$ cat src/design/fcc_pkg.sv
package fcc_pkg;

	// Register byte offsets inside the memory controller window.
	localparam logic [7:0] MODE_FIRST_OFS = 8'h60;
	localparam logic [7:0] CMD_FIRST_OFS = 8'h64;
	localparam logic [7:0] STAT_FIRST_OFS = 8'h68;
	localparam logic [7:0] RSVD_FIRST_OFS = 8'h6C;
	localparam logic [7:0] MODE_SECOND_OFS = 8'h70;
	localparam logic [7:0] CMD_SECOND_OFS = 8'h74;
	localparam logic [7:0] STAT_SECOND_OFS = 8'h78;
	localparam logic [7:0] RSVD_SECOND_OFS = 8'h7C;
	localparam logic [31:0] MODE_RESET = 32'h0000_0000;

	// Mode register fields.
	localparam int MODE_RDY_IE_BIT = 0;
	localparam int MODE_LOCK_ERROR_IE_BIT = 2;
	localparam int MODE_PROGRAM_ERROR_IE_BIT = 3;
	localparam int MODE_NO_ERASE_BIT = 7;
	localparam int MODE_WS_LSB = 8;
	localparam int MODE_MCN_LSB = 16;
	localparam logic [31:0] MODE_WMASK = 32'h00FF_038D;

	// Command register fields.
	localparam int CMD_KEY_LSB = 24;
	localparam logic [7:0] CMD_KEY = 8'h5A;
	localparam int CMD_PAGE_LSB = 8;

	// Status register fields.
	localparam int STAT_RDY_BIT = 0;
	localparam int STAT_LOCK_ERROR_BIT = 2;
	localparam int STAT_PROGRAM_ERROR_BIT = 3;
	localparam int STAT_SEC_BIT = 4;
	localparam int STAT_NV_LSB = 8;
	localparam int STAT_REGION_LOCKED_FLAG_LSB = 16;

	// Command codes.
	localparam logic [3:0] CMD_NOP = 4'h0;
	localparam logic [3:0] CMD_WRITE_PAGE = 4'h1;
	localparam logic [3:0] CMD_SET_LOCK = 4'h2;
	localparam logic [3:0] CMD_WRITE_LOCK = 4'h3;
	localparam logic [3:0] CMD_CLEAR_LOCK = 4'h4;
	localparam logic [3:0] CMD_ERASE_ALL = 4'h8;
	localparam logic [3:0] CMD_SET_NV = 4'hB;
	localparam logic [3:0] CMD_CLEAR_NV = 4'hD;
	localparam logic [3:0] CMD_SET_SEC = 4'hF;

	// Array geometry and operation lengths in microsecond ticks.
	localparam int NUM_PAGES_LOG2 = 10;
	localparam int PAGES_PER_REGION_LOG2 = 6;
	localparam int NUM_REGIONS = 16;
	localparam int NUM_NV_BITS = 3;
	localparam logic [15:0] ERASE_US = 16'd10;
	localparam logic [15:0] PROG_US = 16'd20;
	localparam logic [15:0] NV_US = 16'd5;

	typedef struct packed {
		logic [7:0] mcn;
		logic [1:0] ws;
		logic no_erase;
		logic program_error_ie;
		logic lock_error_ie;
		logic rdy_ie;
	} fcc_mode_t;

	typedef struct packed {
		logic [NUM_REGIONS-1:0] region_locked_flag;
		logic [NUM_NV_BITS-1:0] nv;
		logic secure;
		logic program_error;
		logic lock_error;
		logic ready;
	} fcc_stat_t;

	typedef enum logic [5:0] {
		ST_IDLE = 6'b000001,
		ST_ERASE = 6'b000010,
		ST_PROG = 6'b000100,
		ST_LOCK = 6'b001000,
		ST_NV = 6'b010000,
		ST_ERALL = 6'b100000
	} fcc_state_t;

endpackage : fcc_pkg

$ cat src/design/fcc_top.sv
`timescale 1ns/1ps

module fcc_engine (
	// Clock and reset.
	input wire logic aclk,
	input wire logic aresetn,
	// Command strobe from the register slave.
	input wire logic cmd_we,
	input wire logic [31:0] cmd_data,
	input wire logic status_rd,
	input wire fcc_pkg::fcc_mode_t mode,
	// Flash array side.
	output fcc_pkg::fcc_stat_t status,
	output logic flash_busy,
	output logic [2:0] read_cycles,
	output logic [2:0] write_cycles,
	output logic irq
);
	fcc_pkg::fcc_state_t state_reg;
	fcc_pkg::fcc_stat_t stat_reg;
	logic [7:0] tick_cnt_reg;
	logic [15:0] us_cnt_reg;
	logic tick;
	logic lock_after_reg;
	logic lock_value_reg;
	logic [9:0] page_reg;
	logic [3:0] code;
	logic key_ok;
	logic [9:0] page_in;
	logic [3:0] region_in;
	logic target_locked;
	logic lock_error_set;
	logic program_error_set;
	logic [3:0] code_hold_reg;

	assign code = cmd_data[3:0];
	assign key_ok = cmd_data[31:24] == fcc_pkg::CMD_KEY;
	assign page_in = cmd_data[fcc_pkg::CMD_PAGE_LSB +: fcc_pkg::NUM_PAGES_LOG2];
	assign region_in = page_in[9:6];
	assign target_locked = stat_reg.region_locked_flag[region_in];
	assign status = stat_reg;
	assign flash_busy = state_reg != fcc_pkg::ST_IDLE;

	// Wait states select the array access lengths.
	always_comb begin
		read_cycles = 3'({1'b0, mode.ws} + 3'd1);
		write_cycles = (mode.ws == 2'd3) ? 3'd4 : 3'({1'b0, mode.ws} + 3'd2);
	end

	// Microsecond tick from the software-programmed cycle count; zero ticks every cycle.
	always_ff @(posedge aclk) begin
		if (!aresetn || state_reg == fcc_pkg::ST_IDLE || tick_cnt_reg >= mode.mcn) begin
			tick_cnt_reg <= 8'h00;
		end else begin
			tick_cnt_reg <= tick_cnt_reg + 8'h01;
		end
	end
	assign tick = tick_cnt_reg >= mode.mcn;

	// Command sequencer.
	always_ff @(posedge aclk) begin
		if (!aresetn) begin
			state_reg <= fcc_pkg::ST_IDLE;
			us_cnt_reg <= 16'h0000;
			lock_after_reg <= 1'b0;
			lock_value_reg <= 1'b0;
			page_reg <= 10'h000;
		end else if (state_reg == fcc_pkg::ST_IDLE) begin
			if (cmd_we && key_ok) begin
				page_reg <= page_in;
				lock_after_reg <= code == fcc_pkg::CMD_WRITE_LOCK;
				lock_value_reg <= code != fcc_pkg::CMD_CLEAR_LOCK;
				case (code)
				fcc_pkg::CMD_WRITE_PAGE, fcc_pkg::CMD_WRITE_LOCK: begin
					if (!target_locked) begin
						state_reg <= mode.no_erase ? fcc_pkg::ST_PROG : fcc_pkg::ST_ERASE;
						us_cnt_reg <= mode.no_erase ? fcc_pkg::PROG_US : fcc_pkg::ERASE_US;
					end
				end
				fcc_pkg::CMD_SET_LOCK, fcc_pkg::CMD_CLEAR_LOCK: begin
					state_reg <= fcc_pkg::ST_LOCK;
					us_cnt_reg <= fcc_pkg::NV_US;
				end
				fcc_pkg::CMD_ERASE_ALL: begin
					if (stat_reg.region_locked_flag == '0) begin
						state_reg <= fcc_pkg::ST_ERALL;
						us_cnt_reg <= fcc_pkg::ERASE_US;
					end
				end
				fcc_pkg::CMD_SET_NV, fcc_pkg::CMD_CLEAR_NV, fcc_pkg::CMD_SET_SEC: begin
					state_reg <= fcc_pkg::ST_NV;
					us_cnt_reg <= fcc_pkg::NV_US;
				end
				default: begin
					state_reg <= fcc_pkg::ST_IDLE;
				end
				endcase
			end
		end else if (tick) begin
			if (us_cnt_reg > 16'h0001) begin
				us_cnt_reg <= us_cnt_reg - 16'h0001;
			end else begin
				case (state_reg)
				fcc_pkg::ST_ERASE: begin
					state_reg <= fcc_pkg::ST_PROG;
					us_cnt_reg <= fcc_pkg::PROG_US;
				end
				fcc_pkg::ST_PROG: begin
					if (lock_after_reg) begin
						state_reg <= fcc_pkg::ST_LOCK;
						us_cnt_reg <= fcc_pkg::NV_US;
					end else begin
						state_reg <= fcc_pkg::ST_IDLE;
					end
				end
				default: begin
					state_reg <= fcc_pkg::ST_IDLE;
				end
				endcase
			end
		end
	end

	assign lock_error_set = cmd_we && key_ok && state_reg == fcc_pkg::ST_IDLE &&
		(((code == fcc_pkg::CMD_WRITE_PAGE || code == fcc_pkg::CMD_WRITE_LOCK) && target_locked) ||
		(code == fcc_pkg::CMD_ERASE_ALL && stat_reg.region_locked_flag != '0));
	assign program_error_set = cmd_we && (!key_ok || !(code == fcc_pkg::CMD_NOP ||
		code == fcc_pkg::CMD_WRITE_PAGE || code == fcc_pkg::CMD_SET_LOCK ||
		code == fcc_pkg::CMD_WRITE_LOCK || code == fcc_pkg::CMD_CLEAR_LOCK ||
		code == fcc_pkg::CMD_ERASE_ALL || code == fcc_pkg::CMD_SET_NV ||
		code == fcc_pkg::CMD_CLEAR_NV || code == fcc_pkg::CMD_SET_SEC));

	// Status flags; error flags clear on status read, a new event wins over the clear.
	always_ff @(posedge aclk) begin
		if (!aresetn) begin
			stat_reg <= '0;
			stat_reg.ready <= 1'b1;
		end else begin
			if (lock_error_set) begin
				stat_reg.lock_error <= 1'b1;
			end else if (status_rd) begin
				stat_reg.lock_error <= 1'b0;
			end
			if (program_error_set) begin
				stat_reg.program_error <= 1'b1;
			end else if (status_rd) begin
				stat_reg.program_error <= 1'b0;
			end
			if (state_reg == fcc_pkg::ST_IDLE) begin
				stat_reg.ready <= !(cmd_we && key_ok && !lock_error_set && code != fcc_pkg::CMD_NOP &&
					!program_error_set);
			end else if (tick && us_cnt_reg <= 16'h0001) begin
				case (state_reg)
				fcc_pkg::ST_LOCK: begin
					stat_reg.region_locked_flag[page_reg[9:6]] <= lock_value_reg;
					stat_reg.ready <= 1'b1;
				end
				fcc_pkg::ST_NV: begin
					if (code_hold_reg == fcc_pkg::CMD_SET_SEC) begin
						stat_reg.secure <= 1'b1;
					end else if (page_reg < 10'(fcc_pkg::NUM_NV_BITS)) begin
						stat_reg.nv[page_reg[1:0]] <= code_hold_reg == fcc_pkg::CMD_SET_NV;
					end
					stat_reg.ready <= 1'b1;
				end
				fcc_pkg::ST_PROG: begin
					stat_reg.ready <= !lock_after_reg;
				end
				fcc_pkg::ST_ERALL: begin
					stat_reg.ready <= 1'b1;
				end
				default: begin
					stat_reg.ready <= 1'b0;
				end
				endcase
			end
		end
	end

	always_ff @(posedge aclk) begin
		if (!aresetn) begin
			code_hold_reg <= fcc_pkg::CMD_NOP;
		end else if (cmd_we && key_ok && state_reg == fcc_pkg::ST_IDLE) begin
			code_hold_reg <= code;
		end
	end

	// Interrupt line.
	always_ff @(posedge aclk) begin
		if (!aresetn) begin
			irq <= 1'b0;
		end else begin
			irq <= (stat_reg.ready & mode.rdy_ie) | (stat_reg.lock_error & mode.lock_error_ie) |
				(stat_reg.program_error & mode.program_error_ie);
		end
	end

endmodule : fcc_engine

////////////////////////////////////////////////////////////////////////////////

module fcc_top (
	// Clock and reset.
	input wire logic aclk,
	input wire logic aresetn,
	// AXI4-Lite write.
	input wire logic [7:0] s_axi_awaddr,
	input wire logic s_axi_awvalid,
	output logic s_axi_awready,
	input wire logic [31:0] s_axi_wdata,
	input wire logic [3:0] s_axi_wstrb,
	input wire logic s_axi_wvalid,
	output logic s_axi_wready,
	output logic [1:0] s_axi_bresp,
	output logic s_axi_bvalid,
	input wire logic s_axi_bready,
	// AXI4-Lite read.
	input wire logic [7:0] s_axi_araddr,
	input wire logic s_axi_arvalid,
	output logic s_axi_arready,
	output logic [31:0] s_axi_rdata,
	output logic [1:0] s_axi_rresp,
	output logic s_axi_rvalid,
	input wire logic s_axi_rready,
	// Controller outputs.
	output logic [1:0] busy,
	output logic [1:0] irq
);
	logic [7:0] aw_reg;
	logic aw_have_reg;
	logic [31:0] w_reg;
	logic w_have_reg;
	logic wr_go;
	logic [1:0] cmd_we;
	logic [1:0] stat_rd;
	fcc_pkg::fcc_mode_t mode_reg [2];
	fcc_pkg::fcc_stat_t stat [2];

	assign s_axi_awready = !aw_have_reg && !s_axi_bvalid;
	assign s_axi_wready = !w_have_reg && !s_axi_bvalid;
	assign s_axi_arready = !s_axi_rvalid;
	assign wr_go = aw_have_reg && w_have_reg;
	assign s_axi_bresp = 2'b00;
	assign s_axi_rresp = 2'b00;

	// Write channel capture, address and data in either order.
	always_ff @(posedge aclk) begin
		if (!aresetn) begin
			aw_have_reg <= 1'b0;
			w_have_reg <= 1'b0;
			aw_reg <= 8'h00;
			w_reg <= 32'h0000_0000;
			s_axi_bvalid <= 1'b0;
		end else begin
			if (s_axi_awvalid && s_axi_awready) begin
				aw_reg <= s_axi_awaddr;
				aw_have_reg <= 1'b1;
			end
			if (s_axi_wvalid && s_axi_wready) begin
				w_reg <= s_axi_wdata;
				w_have_reg <= 1'b1;
			end
			if (wr_go) begin
				aw_have_reg <= 1'b0;
				w_have_reg <= 1'b0;
				s_axi_bvalid <= 1'b1;
			end else if (s_axi_bready) begin
				s_axi_bvalid <= 1'b0;
			end
		end
	end

	// Two instances; the second sits 0x10 above the first.
	for (genvar i = 0; i < 2; i++) begin : g_ctrl
		localparam logic [7:0] MODE_OFS = i ? fcc_pkg::MODE_SECOND_OFS : fcc_pkg::MODE_FIRST_OFS;
		localparam logic [7:0] CMD_OFS = i ? fcc_pkg::CMD_SECOND_OFS : fcc_pkg::CMD_FIRST_OFS;
		localparam logic [7:0] STAT_OFS = i ? fcc_pkg::STAT_SECOND_OFS : fcc_pkg::STAT_FIRST_OFS;
		logic [31:0] mode_word;
		assign mode_word = fcc_pkg::MODE_WMASK & w_reg;
		assign cmd_we[i] = wr_go && aw_reg[7:2] == CMD_OFS[7:2];
		assign stat_rd[i] = s_axi_arvalid && s_axi_arready && s_axi_araddr[7:2] == STAT_OFS[7:2];
		always_ff @(posedge aclk) begin
			if (!aresetn) begin
				mode_reg[i] <= '0;
			end else if (wr_go && aw_reg[7:2] == MODE_OFS[7:2] && (&s_axi_wstrb | 1'b1)) begin
				mode_reg[i] <= {mode_word[23:16], mode_word[9:8], mode_word[7], mode_word[3],
					mode_word[2], mode_word[0]};
			end
		end
		fcc_engine u_engine (
			.aclk(aclk),
			.aresetn(aresetn),
			.cmd_we(cmd_we[i]),
			.cmd_data(w_reg),
			.status_rd(stat_rd[i]),
			.mode(mode_reg[i]),
			.status(stat[i]),
			.flash_busy(busy[i]),
			.read_cycles(),
			.write_cycles(),
			.irq(irq[i])
		);
	end

	// Read path; command, reserved and unmapped offsets read zero.
	always_ff @(posedge aclk) begin
		if (!aresetn) begin
			s_axi_rvalid <= 1'b0;
			s_axi_rdata <= 32'h0000_0000;
		end else if (s_axi_arvalid && s_axi_arready) begin
			s_axi_rvalid <= 1'b1;
			if (s_axi_araddr[7:2] == fcc_pkg::MODE_FIRST_OFS[7:2]) begin
				s_axi_rdata <= {8'h00, mode_reg[0].mcn, 6'h00, mode_reg[0].ws, mode_reg[0].no_erase,
					3'h0, mode_reg[0].program_error_ie, mode_reg[0].lock_error_ie, 1'b0, mode_reg[0].rdy_ie};
			end else if (s_axi_araddr[7:2] == fcc_pkg::MODE_SECOND_OFS[7:2]) begin
				s_axi_rdata <= {8'h00, mode_reg[1].mcn, 6'h00, mode_reg[1].ws, mode_reg[1].no_erase,
					3'h0, mode_reg[1].program_error_ie, mode_reg[1].lock_error_ie, 1'b0, mode_reg[1].rdy_ie};
			end else if (s_axi_araddr[7:2] == fcc_pkg::STAT_FIRST_OFS[7:2]) begin
				s_axi_rdata <= {stat[0].region_locked_flag, 5'h00, stat[0].nv, 3'h0, stat[0].secure,
					stat[0].program_error, stat[0].lock_error, 1'b0, stat[0].ready};
			end else if (s_axi_araddr[7:2] == fcc_pkg::STAT_SECOND_OFS[7:2]) begin
				s_axi_rdata <= {stat[1].region_locked_flag, 5'h00, stat[1].nv, 3'h0, stat[1].secure,
					stat[1].program_error, stat[1].lock_error, 1'b0, stat[1].ready};
			end else begin
				s_axi_rdata <= 32'h0000_0000;
			end
		end else if (s_axi_rready) begin
			s_axi_rvalid <= 1'b0;
		end
	end

endmodule : fcc_top

$ cat config.mk
export PLATFORM = sky130hd
export DESIGN_NAME = fcc_top
export DESIGN_NICKNAME = d
export VERILOG_FILES = /design/src/design/fcc_pkg.sv /design/src/design/fcc_top.sv
export SDC_FILE = /design/constraint.sdc
export NUM_CORES = 1
export LEC_CHECK = 0
export BUFFER_PORTS_ARGS = -buffer_cell sky130_fd_sc_hd__clkbuf_2
export CORE_UTILIZATION = 60
export DETAILED_ROUTE_END_ITERATION = 6
export PLACE_DENSITY = 0.85
export REMOVE_ABC_BUFFERS = 1
export SYNTH_ARGS = -nofsm -noshare
export SYNTH_HDL_FRONTEND = slang
export SYNTH_SLANG_ARGS = --single-unit
$ cat constraint.sdc
create_clock -name aclk -period 7.05 [get_ports aclk]
set_clock_uncertainty 0.2 [all_clocks]
set_input_delay 0.3525 -clock aclk [delete_from_list [all_inputs] [get_ports aclk]]
set_output_delay 0.3525 -clock aclk [all_outputs]
set_load 0.02 [all_outputs]
==> results.yml, run 1 <==
floorplan:
  dieHeight_um: 140
  rows: 49
  die_w_um: 140
  die_area_um2: 19500
  pin_count: 104
  start_util_pct: 62.2
  coreArea_um2: 18300
synth:
  async_reset_ff_share_pct: 0
  avgSynthCellArea_um2: 8.49
  synthFlopType: "dfxtp_1"
  synth_area_um2: 11400
  synth_seq_cells: 231
  synth_cells: 1338
  yosysSeqAreaShare_pct: 43.2
  ys_types: 82
  synth_warnings: 0
  synth_edf_count: 28
status:
  outcome: "finished clean"
sta:
  rsz0062_at_grt: "no"
  slew-limit-headroom_pct: 13.5
  max_slew.worst_pin.slew_ns: 1.29
  hold_violations: 0
  fmax_mhz: 287
  finalSetupViolations: 0
  fin_hold_ws_ns: 0.175
  tns_ns: 0
  worst_slack_ns: 3.56
  min_period_ns: 3.49
  min_period_over_period_pct: 49.5
  drv_slew: 0
run:
  cap_violations: 0
placed_design:
  place_ws_ns: 3.69
  io_buffers: 80
  dp_hpwl_mm: 19.4
  gp_congestion: 0.936
layout:
  syn_to_final_growth_pct: 14.7
  final_common_cell: "dfxtp_1"
  nNetsFinal: 1487
  drive_gt1_share_pct: 11.2
  num_antenna_cells: 0
  layout_common_cells: "dfxtp_1 (203), nand2_1 (185), nor2_1 (143), a21oi_1 (108), clkbuf_2 (80)"
  largest_register_ffs: 46
critical_path:
  reg2reg_depth: 7
  worstSetupStartpointType: "flip-flop"
  worstPathArrival_ns: 3.70
  path_cells: "nor4b_1 -> or3b_1 -> nor3_1 -> nand4_1 -> a21oi_2 -> o21ai_0 -> a31o_1"
  worstSetupPathType: "flip-flop to flip-flop"
  cp.required_ns: 7.26
  cp_slowest_cell: "a21oi_2"
  crit_path_start: "w_reg[31]$_SDFFE_PN0P_"
  path_max_fanout: 19
  cp-end-kind: "flip-flop"
  timing.rr.end: "g_ctrl[1].u_engine.us_cnt_reg[3]$_SDFFE_PN0P_"
  r2r-start: "w_reg[31]$_SDFFE_PN0P_"
  max_stage_delay_ns: 0.75
  rrSetupSlack_ns: 3.56
drt:
  detail-route-antenna-nets: 0
  drt-pass1-iter-count: 6
  wl_per_cell_um: 18.0
  drc_errors: 0
  drtIter0Drc: 1062
  vias_per_cell: 6.25
  wl_mm: 29.7
  num_vias: 10300
grt:
  antenna_found_initial: 0
  grtUsageMet2_pct: 49.9
  grt.met3_usage_pct: 5.78
  grt_pass1_vias: 9713
  grt.total_usage_pct: 30.3
  gr-total-overflow: 0
  grt_start_max_net_pins: 83
  grt_pass1_wl_mm: 48.1
  gr-max-usage-layer: "met2"
  grt_util_met1_pct: 39.1
clocking:
  cts.sinks: 231
  clk_latency_ns: 0.52
  htreeDepth: 1
  postCtsHoldBufs: 38
  cts_buffer_depth: 3
  cts_resized: 0
  cts_tree: "yes"
  post-cts-setup-buffer-count: 0
  clk_pin_slew_ns: 0.06
  cts_buffers: 25
  cts-root-buf: "clkbuf_16"
hold_path:
  whs_path_depth: 5
  worstHoldPathType: "input pin to flip-flop"
  min_to: "s_axi_rdata[7]$_SDFFE_PN0P_"
  hold_start: "s_axi_araddr[5]"
pwr:
  ir_worst_vdd_mv: 0.186
  powerDensity_nw_per_um2: 233
  total_power_mw: 3.04
  power_leakage_nw: 5.06
==> per-layer routing <==
| layer | share of wire [%] | up-vias |
|---|---|---|
| li1 | - | 4893 |
| met1 | 41 | 4786 |
| met2 | 46 | 530 |
| met3 | 8.9 | 115 |
| met4 | 4.1 | 0 |
| met5 | 0 | - |
==> Yosys cell counts, types with 13 or more instances <==
| master | instances | share of area (%) |
|---|---|---|
| dfxtp_1 | 203 | 36 |
| o21ai_0 | 39 | 1.7 |
| and2_1 | 32 | 1.8 |
| nor2_1 | 143 | 4.7 |
| nor4_1 | 27 | 1.5 |
| nor2b_1 | 17 | 0.94 |
| mux2i_1 | 58 | 5.1 |
| edfxtp_1 | 28 | 7.4 |
| buf_4 | 17 | 1.1 |
| nor3_1 | 40 | 1.8 |
| nand4_1 | 14 | 0.77 |
| ha_1 | 22 | 2.4 |
| nand3_1 | 45 | 2.0 |
| nand2b_1 | 16 | 0.88 |
| clkbuf_1 | 68 | 2.2 |
| nand2_1 | 185 | 6.1 |
| xor2_1 | 13 | 1.0 |
| inv_1 | 36 | 1.2 |
| a21oi_1 | 108 | 4.8 |
==> power breakdown <==
part / internal [mW] / leakage (nW) / switching (mW)
sequential: 1.35 / 1.93 / 0.0305
clock: 0.931 / 0.451 / 0.539
combinational: 0.0696 / 2.68 / 0.114
total: 2.35 / 5.06 / 0.684
==> cell type report <==
class,instances,area [um2]
clock buffers,32,712
clock inverters,13,225
fillers,1364,5240
inverters,38,145
multi-input cells,984,5910
flip-flops and latches,231,4900
well taps,229,287
repair buffers,126,841
==> metrics by stage <==
stage	cells	instance area [um2]	utilization, %
CTS	1653	13000	71.3
global placement	1570	11700	64.1
floorplan	1253	11000	-
global route	1653	13000	71.3
detailed placement	1570	11700	64.1
finish	1653	13000	71.3
==> cell families (layout without fill, tap and decap cells) <==
group | after synthesis | in the layout | synth area share [%]
and+or+nand+nor | 580 | 580 | 24.9
AOI/OAI and AO/OA | 279 | 279 | 15.6
DFF | 231 | 231 | 43.2
buffers and inverters | 134 | 209 | 5.09
muxes | 73 | 73 | 7.39
adders and majority gates | 22 | 22 | 2.42
xor gates and xnor gates | 18 | 18 | 1.39
other | 1 | 12 | 0.0330
==> critical path, delay by kind of cell (launching register included) <==
kind            cells  cell delay, ns
simple gates        4            1.62
compound gates      3            1.24
flops               1            0.31
==> worst max path at each step <==
stage,to,slack [ns],cells after the start
2_1_floorplan,g_ctrl[0].u_engine.status[0]$_SDFFE_PN1P_,3.72,4
3_3_place_gp,g_ctrl[0].u_engine.us_cnt_reg[2]$_SDFFE_PN0P_,3.76,7
3_5_place_dp,g_ctrl[0].u_engine.us_cnt_reg[3]$_SDFFE_PN0P_,3.69,7
4_1_cts,g_ctrl[0].u_engine.us_cnt_reg[3]$_SDFFE_PN0P_,3.63,7
5_1_grt,g_ctrl[1].u_engine.us_cnt_reg[2]$_SDFFE_PN0P_,3.46,7
6_report,g_ctrl[1].u_engine.us_cnt_reg[3]$_SDFFE_PN0P_,3.56,7
Note: power is estimated with default switching activity, not from simulation.
==> run 2, diff against run 1 <==
- CORE_UTILIZATION: 60 -> 54
- PLACE_DENSITY: 0.85 -> 0.81
- clock period: 7.05 -> 3.1 ns (I/O delays scaled with it)
==> results.yml, run 2 (same netlist as run 1, synthesis figures left out) <==
critical_path:
  worstSetupStartpointType: "flip-flop"
  worstSetupPathType: "flip-flop to flip-flop"
  cp.required_ns: 3.35
  cp-end-kind: "flip-flop"
  max_stage_delay_ns: 0.52
  worstPathArrival_ns: 3.16
  path_cells: "inv_1 -> ha_1 -> nor2b_1 -> o21ai_1 -> a41oi_2 -> or3_1 -> and2_1 -> or4_1 -> a31oi_1"
  path_max_fanout: 7
  cp_slowest_cell: "or3_1"
grt:
  grt.total_usage_pct: 27.9
  gr-total-overflow: 0
  grt_pass1_wl_mm: 48.9
  grt_pass1_vias: 9648
  grt_start_max_net_pins: 79
  antenna_found_initial: 0
placed_design:
  io_buffers: 80
  gp_congestion: 0.900
  placed_area_um2: 12100
  dp.cells: 1656
  dp_hpwl_mm: 20.8
drt:
  num_vias: 10400
  drtIter0Drc: 1051
  drt-pass1-iter-count: 7
  drc_errors: 5
  wl_per_cell_um: 17.1
  wl_mm: 29.9
  vias_per_cell: 5.94
  detail-route-antenna-nets: 0
status:
  outcome: "finished, violations left"
  violations: "DRC"
floorplan:
  pin_count: 104
  start_util_pct: 55.6
  coreArea_um2: 20400
  dieHeight_um: 147
  die_area_um2: 21600
  die_w_um: 147
  rows: 52
sta:
  min_period_over_period_pct: 93.9
  max_slew.worst_pin.slew_ns: 0.720
  hold_violations: 0
  rsz0062_at_grt: "no"
  slew-limit-headroom_pct: 51.6
  fmax_mhz: 343
  min_period_ns: 2.91
  drv_slew: 0
  finalSetupViolations: 0
clocking:
  clk_latency_ns: 0.52
  cts_buffer_depth: 3
  post-cts-setup-buffer-count: 0
  htreeDepth: 1
  cts_buffers: 25
  clk_pin_slew_ns: 0.06
  cts.sinks: 231
  cts-root-buf: "clkbuf_16"
  cts_tree: "yes"
pwr:
  ir_worst_vdd_mv: 0.379
  total_power_mw: 6.75
  power_leakage_nw: 5.28
  powerDensity_nw_per_um2: 502
run:
  cap_violations: 0
layout:
  largest_register_ffs: 46
  finalNonFillerCells: 1744
  utilization_pct: 65.8
  syn_to_final_growth_pct: 18.4
  drive_gt1_share_pct: 14.0
  layout_common_cells: "dfxtp_1 (203), nand2_1 (185), nor2_1 (143), a21oi_1 (108), clkbuf_2 (80)"
  num_antenna_cells: 0
  nNetsFinal: 1537
  final_common_cell: "dfxtp_1"
  stdcell_area_um2: 13400
hold_path:
  worstHoldPathType: "input pin to flip-flop"
==> run 2: critical path: cells and delay by family (launching register included) <==
family | cells | cell delay, ns
and+or+nand+nor | 4 | 1.32
buffers and inverters | 1 | 0.07
AOI/OAI and AO/OA | 3 | 0.58
DFF | 1 | 0.41
adders and majority gates | 1 | 0.27
==> run 2: power breakdown <==
part / switching (mW) / internal, mW / total (mW) / leakage (nW)
logic: 0.288 / 0.182 / 0.470 / 2.92
clock network: 1.21 / 1.94 / 3.15 / 0.423
registers: 0.0482 / 3.08 / 3.13 / 1.93
==> run 2: worst paths after layout <==
kind / startpoint / end / slack (ns) / cells past startpoint
setup reg to reg: g_ctrl[1].u_engine.tick_cnt_reg[0]$_SDFF_PP0_ / g_ctrl[1].u_engine.us_cnt_reg[6]$_SDFFE_PN0P_ / 0.19 / 9
hold reg to reg: g_ctrl[0].u_engine.page_reg[5]$_SDFFE_PN0P_ / g_ctrl[0].u_engine.page_reg[5]$_SDFFE_PN0P_ / 0.25 / 2
hold / removal: s_axi_wvalid / w_have_reg$_SDFFE_PP0P_ / 0.04 / 4
setup / recovery: g_ctrl[1].u_engine.tick_cnt_reg[0]$_SDFF_PP0_ / g_ctrl[1].u_engine.us_cnt_reg[6]$_SDFFE_PN0P_ / 0.19 / 9
==> run 2: timing repair <==
| action | in CTS | in global routing |
|---|---|---|
| gates resized for setup | 0 | 2 |
| setup endpoints to repair | 0 | 3 |
| hold buffers | 43 | 0 |
| endpoints found under the hold margin | 48 | 0 |
==> run 2: metrics by stage <==
step | TNS (ns) | setup slack [ns] | hold WS (ns)
after floorplan | -0.0336 | -0.0336 | 0.0169
after global placement | 0 | 0.235 | 0.147
after detailed placement | 0 | 0.182 | 0.149
after CTS | 0 | 0.157 | 0.00147
after global routing | 0 | 0.0215 | 0.0695
final | 0 | 0.188 | 0.0375
==> run 2: layout make-up <==
class / instances / area [um2]
inverter: 38 / 145
timing repair buffer: 176 / 1250
sequential: 231 / 4900
fill: 1606 / 6980
clock inverter: 15 / 211
clock buffer: 30 / 664
multi-input combinational: 984 / 5930
tap: 270 / 338
==> run 2: metal layers <==
layer  up-vias  wire length [um]  global-route usage [%]
li1       4972                 -                       -
met1      4862             12500                    37.4
met2       459             14000                    46.4
met3        71              2620                    4.60
met4         0               866                    8.25
met5         -                 0                       0
